## config.mk

```make
export PLATFORM = sky130hd
export DESIGN_NAME = aicz_config0
export DESIGN_NICKNAME = d
export VERILOG_FILES = /design/src/aicz_config0.v /design/src/aicz_bcnt_mux.v
export VERILOG_INCLUDE_DIRS = /design/src
export SDC_FILE = /design/constraint.sdc
export NUM_CORES = 1
export LEC_CHECK = 0
export ABC_AREA = 1
export BUFFER_PORTS_ARGS = -buffer_cell sky130_fd_sc_hd__buf_2
export CAP_MARGIN = 20
export CORE_MARGIN = 2
export CORE_UTILIZATION = 37
export CTS_BUF_LIST = sky130_fd_sc_hd__clkbuf_16
export DETAILED_ROUTE_END_ITERATION = 12
export PLACE_DENSITY_LB_ADDON = 0.08
export SETUP_SLACK_MARGIN = 0.2
export SLEW_MARGIN = 0
export SYNTH_ARGS = -nofsm -noshare
export SYNTH_HDL_FRONTEND = slang
export SYNTH_HIERARCHICAL = 1
export SYNTH_SLANG_ARGS = --single-unit
```

## constraint.sdc

```tcl
create_clock -name mclk -period 1.6 [get_ports mclk]
set_input_delay 0.16 -clock mclk [delete_from_list [all_inputs] [get_ports mclk]]
set_output_delay 0.16 -clock mclk [all_outputs]
set_load 0.02 [all_outputs]
```

## src/aicz_regs.vh

```
// Register map constants for interface configuration register 0.
// Assumes an 8-bit microcontroller data bus with 16-bit addresses.
`ifndef AICZ_REGS_VH
`define AICZ_REGS_VH
`define AICZ_CFG0_ADDR      16'hf0d0
`define AICZ_BCNT0_ADDR     16'hf0d6
`define AICZ_BCNT3_ADDR     16'hf0d9
`define AICZ_CFG0_RESET     8'h00
`define AICZ_CFG0_WMASK     8'h8f
`define AICZ_BIT_VIEW       7
`define AICZ_BIT_WPABORT    3
`define AICZ_BIT_DIRCHK     2
`define AICZ_MODE_PIO       2'h0
`define AICZ_MODE_MWDMA     2'h1
`define AICZ_MODE_RSVD      2'h2
`define AICZ_MODE_UDMA      2'h3
`endif

```

## src/aicz_config0.v

```verilog
// Interface configuration register 0 with direction check and write-pending control.
// Assumes the microcontroller bus is synchronous to mclk; the transfer engine
// and counters live outside and talk to this block by plain strobes.
// How it works
// - Power-up or watchdog reset clears; USB reset ignored
// - Bit 7 picks USB or storage byte counts
// - Bits 1:0 select PIO, multiword or Ultra DMA
// - Bit 2 enables ATAPI DMA direction check
// - Mismatch aborts transfer, sets direction error flag
// - Direction check ignored for ATA transfers
// - Hold last USB write packet for controller
// - Abort enable lets controller flush last packet
// - Abort disabled lets controller drain FIFO fully
// - Byte counts are 32 bits, low byte first
`timescale 1ns/1ps
`include "aicz_regs.vh"
module aicz_config0 (
    input  wire        mclk,
    input  wire        rst_b,
    input  wire        wdt_rst,
    input  wire        usb_bus_rst,
    input  wire [15:0] reg_addr,
    input  wire        reg_wr,
    input  wire        reg_rd,
    input  wire [7:0]  reg_wdata,
    output reg  [7:0]  reg_rdata,
    output wire        reg_hit,
    input  wire [31:0] usb_count,
    input  wire [31:0] ata_count,
    output wire [1:0]  transfer_protocol_field,
    input  wire        dma_phase_req,
    input  wire        xfer_is_atapi,
    input  wire        xfer_is_dma,
    input  wire        dev_dir_in,
    input  wire        bridge_dir_in,
    output wire        dma_phase_go,
    output reg         xfer_abort,
    output reg         direction_sequence_error_flag,
    input  wire        dseq_err_clr,
    input  wire        last_pkt_arrived,
    input  wire        mcu_resolve,
    output reg         write_pending_hold,
    output reg         flush_last_pkt,
    output reg         drain_fifo_all
);
    ////////////////////////////////////////////////////////////////////////
    reg  [7:0] cfg_q;
    wire [7:0] cfg_d;
    wire       cfg_sel = (reg_addr == `AICZ_CFG0_ADDR);
    wire       bc_sel  = (reg_addr >= `AICZ_BCNT0_ADDR) && (reg_addr <= `AICZ_BCNT3_ADDR);
    wire [15:0] bc_off = reg_addr - `AICZ_BCNT0_ADDR;
    wire [7:0] bc_byte;

    assign reg_hit = cfg_sel | bc_sel;
    // Reserved bits never stored, so they read as zero
    assign cfg_d = (reg_wdata & `AICZ_CFG0_WMASK) | (cfg_q & ~`AICZ_CFG0_WMASK);

    // usb_bus_rst deliberately unused by this register
    always @(posedge mclk) begin
        if (!rst_b || wdt_rst) begin
            cfg_q <= `AICZ_CFG0_RESET;
        end else if (reg_wr && cfg_sel) begin
            cfg_q <= cfg_d; // Bits 7 and 3:0 written in one go; firmware merges bits
        end
    end

    assign transfer_protocol_field = cfg_q[1:0];
    wire dir_chk_en  = cfg_q[`AICZ_BIT_DIRCHK];
    wire wp_abort_en = cfg_q[`AICZ_BIT_WPABORT];

    aicz_bcnt_mux #(
        .CW(32)
    ) u_mux (
        .usb_count(usb_count),
        .ata_count(ata_count),
        .view_sel (cfg_q[`AICZ_BIT_VIEW]),
        .byte_idx (bc_off[1:0]),
        .rd_byte  (bc_byte)
    );

    always @(posedge mclk) begin
        if (!rst_b) begin
            reg_rdata <= 8'h00;
        end else if (reg_rd) begin
            if (cfg_sel)
                reg_rdata <= cfg_q;
            else if (bc_sel)
                reg_rdata <= bc_byte;
            else
                reg_rdata <= 8'h00;
        end
    end

    ////////////////////////////////////////////////////////////////////////
    // Direction check applies to ATAPI DMA only; ATA never aborts
    wire chk_applies = dir_chk_en && xfer_is_atapi && xfer_is_dma;
    wire dir_bad     = chk_applies && (dev_dir_in != bridge_dir_in);
    assign dma_phase_go = dma_phase_req && !dir_bad;

    always @(posedge mclk) begin
        if (!rst_b) begin
            xfer_abort <= 1'b0;
            direction_sequence_error_flag <= 1'b0;
        end else begin
            xfer_abort <= dma_phase_req && dir_bad;
            // Set beats a clear in the same cycle
            if (dma_phase_req && dir_bad)
                direction_sequence_error_flag <= 1'b1;
            else if (dseq_err_clr)
                direction_sequence_error_flag <= 1'b0;
        end
    end

    ////////////////////////////////////////////////////////////////////////
    // Last packet held until controller resolves; resolve picks flush or drain
    always @(posedge mclk) begin
        if (!rst_b) begin
            write_pending_hold <= 1'b0;
            flush_last_pkt     <= 1'b0;
            drain_fifo_all     <= 1'b0;
        end else begin
            flush_last_pkt <= 1'b0;
            drain_fifo_all <= 1'b0;
            if (write_pending_hold && mcu_resolve) begin
                write_pending_hold <= last_pkt_arrived; // New packet re-arms hold
                flush_last_pkt <= wp_abort_en;
                drain_fifo_all <= !wp_abort_en;
            end else if (last_pkt_arrived) begin
                write_pending_hold <= 1'b1;
            end
        end
    end
endmodule

```

## src/aicz_bcnt_mux.v

```verilog
// Byte count view selector for the four shared read addresses.
// Assumes both counters are held elsewhere and change freely.
`timescale 1ns/1ps
module aicz_bcnt_mux #(
    parameter CW = 32
) (
    input  wire [CW-1:0] usb_count,
    input  wire [CW-1:0] ata_count,
    input  wire          view_sel,
    input  wire [1:0]    byte_idx,
    output reg  [7:0]    rd_byte
);
    reg [CW-1:0] cnt;
    always @* begin
        // Selection affects only the read path, never the counters
        cnt = view_sel ? ata_count : usb_count;
        case (byte_idx) // Lowest address holds the least byte
            2'h0: rd_byte = cnt[7:0];
            2'h1: rd_byte = cnt[15:8];
            2'h2: rd_byte = cnt[23:16];
            default: rd_byte = cnt[31:24];
        endcase
    end
endmodule

```

# After elaboration in Yosys (flattened, before gate mapping)
# Index checks and enable logic that the tools add are counted.
# Widths: inputs -> output; s select.
dict set report totals {
  register_bits 21
  in_bits 102
  out_inout_bits 17
  elab_cells 40
}
dict set report op_classes {
  addsub 1
  n_lt_le_gt_ge 2
  n_eq_ne 4
  muxes 8
  bitwise 2
  n_reduce_logical 16
}
# cell n
set ops {}
lappend ops {{$mux 32} 1}
lappend ops {{$pmux 8 s3} 1}
lappend ops {{$eq 16x16->1 const B} 1}
lappend ops {{$ge 16x16->1 const B} 1}
lappend ops {{$le 16x16->1 const B} 1}
lappend ops {{$mux 8} 2}
lappend ops {{$logic_and 1x1->1} 8}
lappend ops {{$or 8x7->8} 1}
lappend ops {{$mux 1} 4}
lappend ops {{$reduce_bool 2->1} 2}
lappend ops {{$logic_not 1->1} 3}
lappend ops {{$eq 2x1->1 const B} 1}
lappend ops {{$eq 2x2->1 const B} 1}
lappend ops {{$logic_not 2->1} 1}
lappend ops {{$reduce_and 2->1} 1}
lappend ops {{$sub 2x2->2 const B} 1}
lappend ops {{$logic_or 1x1->1} 1}
lappend ops {{$ne 1x1->1} 1}
lappend ops {{$or 1x1->1} 1}

# Longest topological paths before layout
dict set report depth {
  ltp_word 5
  ltp_mapped 11
  ltp_nobuf 9
}

# By module
# Netlist, hierarchy kept.
# module instances cells_each area_each_um2 seq_area_each_um2
set modules_own_cells {}
lappend modules_own_cells {aicz_config0 1 120 913.4 360.3}
lappend modules_own_cells {aicz_bcnt_mux 1 163 715.7 0.0}

# Least setup slack after synthesis
# Ideal clock, no wire load.
dict set report synth_timing {
  kind {register -> register}
  from {register cfg_q[7]}
  to {register reg_rdata[2]}
  setup_time_ns 0.118
  arrival_ns 1.045
  required_time_ns 1.482
  slack_ns 0.438
  stages_incl_launch_ff 9
  n_path_buf 1
  period_less_slack_ns 1.162
  cell_sequence {dfxtp_1 buf_6 or2_2 nand3_1 nand4_1 nand2_1 nand2_1 nand3_1 a21oi_1}
}
dict set report synth_via {
  elab_chain_cells 4
}
# item line
set synth_lines {}
lappend synth_lines {{start: declaration} aicz_config0.v:47} ;# reg [7:0] cfg_q;
lappend synth_lines {{start signal: assignment} aicz_config0.v:61} ;# cfg_q <= `AICZ_CFG0_RESET;
lappend synth_lines {{start signal: assignment} aicz_config0.v:63} ;# cfg_q <= cfg_d;
lappend synth_lines {{$mux 32} aicz_bcnt_mux.v:16} ;# cnt = view_sel ? ata_count : usb_count;
lappend synth_lines {{$pmux 8 s3} aicz_bcnt_mux.v:17} ;# case (byte_idx)
lappend synth_lines {{named net bc_byte[2]} aicz_config0.v:52} ;# wire [7:0] bc_byte;
lappend synth_lines {{$mux 8} aicz_config0.v:87} ;# else if (bc_sel)
lappend synth_lines {{$mux 8} aicz_config0.v:85} ;# if (cfg_sel)
lappend synth_lines {{end signal: assignment} aicz_config0.v:86} ;# reg_rdata <= cfg_q;
lappend synth_lines {{end signal: assignment} aicz_config0.v:88} ;# reg_rdata <= bc_byte;
lappend synth_lines {{end: declaration} aicz_config0.v:26} ;# output reg [7:0] reg_rdata,
# The timed path passes the listed nets, and every way through them passes these cells.
# A chain may end at the register's enable or synchronous reset.

# Worst setup path in the final report
dict set report layout_timing {
  from {input port reg_addr[0]}
  to {output port reg_hit}
}
dict set report layout_via {
  elab_chain_cells 3
  elab_cells_between_ends 5
  cone_classes {order compare (2); eq/ne (1); bitwise (1); reduce/logical (1)}
}
# item line
set layout_lines {}
lappend layout_lines {{start: declaration} aicz_config0.v:22} ;# input wire [15:0] reg_addr,
lappend layout_lines {{$ge 16x16->1 (no line) / $le 16x16->1 (equally long branches)} --}
lappend layout_lines {{$logic_and 1x1->1} aicz_config0.v:50} ;# wire bc_sel = (reg_addr >= `AICZ_BCNT0_ADDR) && (reg_addr <= `AICZ_BCNT3_ADDR);
lappend layout_lines {{$or 1x1->1 (*)} aicz_config0.v:54} ;# assign reg_hit = cfg_sel | bc_sel;
lappend layout_lines {{end: declaration} aicz_config0.v:27} ;# output wire reg_hit,
# Every way passes the cells marked *; elsewhere a longest branch is shown, timed or not.

==> metrics.md <==
| Metric | Value |
|---|---|
| Critical Path Sink Type | primary output |
| R2r setup slk | 0.33 ns |
| Clk sinks | 18 |
| Cells after Synth | 283 |
| Mapped Area | 1630 um2 |
| Antenna cells | 0 |
| Worst rel slew slack | 0.761 |
| Drt total wl | 4580 um |
| Crit Path Class | input pin to primary output |
| Period utilization | 0.812 |
| Worst skew pair latency | 0.25 ns |
| Post-CTS Hold Buffers | 0 |
| Skew final | 0.00157 ns |
| DRT iter0 DRCs | 95 |
| Dpl ws | 0.248 ns |
| Die footprint | 4950 um2 |
| Largest net degree at the start of global routing | 31 |
| Clock-pin slew on the worst setup and hold paths | about 0.05 ns |
| Setup crit end | reg_hit |
| CTS tree | done |
| IO Port Bufs | 114 |
| Clock Path Buffers | 2 |
| Crit start category | input pin |
| GRT Residual Overflow | 0 |
| Num ports | 119 |
| Area growth, synth to finish | 40.9% |
| Layout cells sized above 1 | 0.370 |
| DRC | 0 |
| Placed instance count | 443 |
| Pre-antenna DRT Iters | 4 |
| Gate power share | 0.231 |
| Status | complete, no violations |
| Setup TNS | 0 ns |
| Worst hold slack | 0.0842 ns |
| Num CTS Buffers | 3 |
| RSZ-0062 raised after global routing | yes |
| Die Ht | 70.4 um |
| Yosys warns | 6 |
| Worst Tran Pin Value | 0.357 ns |
| Final net count | between 400 and 500 |
| Pwr/cell area | 534 nW/um2 |
| Worst flop-to-flop path endpoint | reg_rdata[5]$_SDFFE_PN0P_ |
| Cell-internal power | 0.922 mW |
| Netlist cell types | 25 |
| Power Total | 1.23 mW |
| Core Util, Final | 0.535 |
| GRT Total Usage | 0.190 |
| Post-synthesis register bit count | 18 |
| Fmax | 0.770 GHz |
| R2r startpoint | cfg_q[7]$_SDFFE_PP0P_ |
| Routed wire per std cell | approximately 10 um |
| Initial antenna violation count | 0 |
| Seq/Total Area, Yosys | 0.221 |
| Vias per cell | 4.55 |
| Vias | 2032 |
| Placed Instance Area | 2200 um2 |
| Setup Viol. Count Final | 0 |
| Reg2reg path depth | 6 |
| Syn avg cell area | 5.76 um2 |
| Peak VDD IR | about 0.00057 V |
| Detail Route Antenna Nets | 0 |
| Die width | 70.4 um |
| First-pass GRT wire length | 7860 um |
| Layout Cells excl Fill | around 450 |
| Detailed Place HPWL | ~3800 um |
| Max Cap Viol | 0 |
| Part of the power in registers | 0.369 |
| Cell area after layout | 2300 um2 |
| Net load switching power | between 0.3 and 0.4 mW |
| Vias in the first global route | 1931 |
| Worst setup margin | 0.301 ns |
| LEAKAGE | 1.41 nW |
| RePlAce Congestion | 0.775 |
| Sw frac | 0.248 |
| Hold Path Class | input pin to flip-flop |
| Worst path arrival time | around 1.1 ns |
| Final Critical Period | 1.30 ns |
| Root buffer cell | clkbuf_16 |
| Worst Path Max Fanout | 9 |
| Htree depth | 1 |
| Initial Util | 0.379 |
| Max Slew Vio Count | 0 |
| Required time of the critical path | about 1.4 ns |
| Clk network pwr share | 0.401 |
| Mapped Nets | 385 |
| Hold Fails Final Rpt | 0 |
| Critical Path Source | reg_addr[0] |
| Core area | around 4300 um2 |
| Core Rows | 24 |
## layout make-up
cell class / instances / area [um2]
Clock inverter: 1 / 3.75
Clock buffer: 3 / 75.1
Inverter: 42 / 165
Fill cell: 469 / 2000
Timing Repair Buffer: 117 / 597
Tap cell: 52 / 65.1
Multi-Input combinational cell: 214 / 1030
Sequential cell: 18 / 364
## worst min path at each step
stage / from / end / slack [ns] / cells after the start
CTS: dseq_err_clr / direction_sequence_error_flag$_SDFFE_PN0P_ / 0.08 / 2
global route: dseq_err_clr / direction_sequence_error_flag$_SDFFE_PN0P_ / 0.11 / 2
detailed placement: dseq_err_clr / direction_sequence_error_flag$_SDFFE_PN0P_ / 0.35 / 2
global placement: dseq_err_clr / direction_sequence_error_flag$_SDFFE_PN0P_ / 0.34 / 2
finish: dseq_err_clr / direction_sequence_error_flag$_SDFFE_PN0P_ / 0.08 / 2
floorplan: dseq_err_clr / direction_sequence_error_flag$_SDFFE_PN0P_ / 0.26 / 1
## flip-flops by register name (all words and copies together) (netlist names)
name                           count
reg_rdata                          8
cfg_q                              5
direction_sequence_error_flag      1
drain_fifo_all                     1
flush_last_pkt                     1
write_pending_hold                 1
xfer_abort                         1
## worst max-delay path, cell delays in order
cell,delay [ns]
buf_2,0.15
nor2_1,0.14
nand2_2,0.10
nor2_8,0.19
nand2_4,0.11
nand2_4,0.12
buf_2,0.17
## routing by layer
metal  global-route usage  wire (um)  part of all wire  vias to the layer above
met2                0.349       2210              0.48                       75
li1                     -          -                 -                     1092
met1                0.227       1970              0.43                      861
met3               0.0375        348             0.076                        4
met5                    0          0                 0                        -
met4               0.0385         42            0.0092                        0
## synthesized netlist by cell type (all sizes together)
cell type	instances	share of area
xor2	1	0.0054
a21oi	10	0.031
inv	41	0.096
clkinv	1	0.0023
buf	9	0.051
nand4	9	0.035
o21ai	7	0.022
nand2	132	0.32
or2	2	0.0077
nand3	30	0.11
and3	1	0.0038
a21boi	1	0.0046
dfxtp	18	0.22
nor2	21	0.093
## power groups by stage
stage	sequential, mW	clock [mW]	combinational [mW]
6_report	0.451	0.491	0.282
5_1_grt	0.451	0.519	0.325
4_1_cts	0.453	0.513	0.286
3_5_place_dp	0.462	0	0.284
3_3_place_gp	0.462	0	0.282
2_1_floorplan	0.466	0	0.127
## cells in the final DEF (no fill, tap or decap)
cell | Yosys | layout
nand3_1 | 28 | 28
inv_1 | 34 | 34
o21ai_0 | 3 | 3
buf_6 | 4 | 1
o21ai_1 | 4 | 4
nand4_1 | 9 | 9
buf_2 | 0 | 114
nor2_4 | 4 | 4
nand3_4 | 2 | 2
nor2_8 | 2 | 2
clkinv_1 | 1 | 2
nand2_2 | 2 | 2
or2_2 | 1 | 1
nor2_2 | 4 | 4
dfxtp_4 | 0 | 1
a21boi_0 | 1 | 1
or2_1 | 1 | 1
inv_8 | 0 | 1
buf_4 | 5 | 2
clkbuf_16 | 0 | 3
xor2_1 | 1 | 1
inv_2 | 6 | 6
nor2_1 | 11 | 11
nand2_4 | 3 | 3
nand2_1 | 127 | 127
a21oi_1 | 10 | 10
dfxtp_1 | 18 | 17
and3_1 | 1 | 1
## cells by family after synthesis
family          after synthesis  synth area share
compound gates               18            0.0568
simple gates                195             0.568
buf+inv                      51             0.149
flops                        18             0.221
xor+xnor                      1           0.00538
## timing repair
item,in CTS,in global routing
endpoints found under the setup margin,0,5
setup buffers,0,0
gates resized for setup,0,5
endpoints found under the hold margin,0,0
Note: power is estimated with default switching activity, not from simulation.
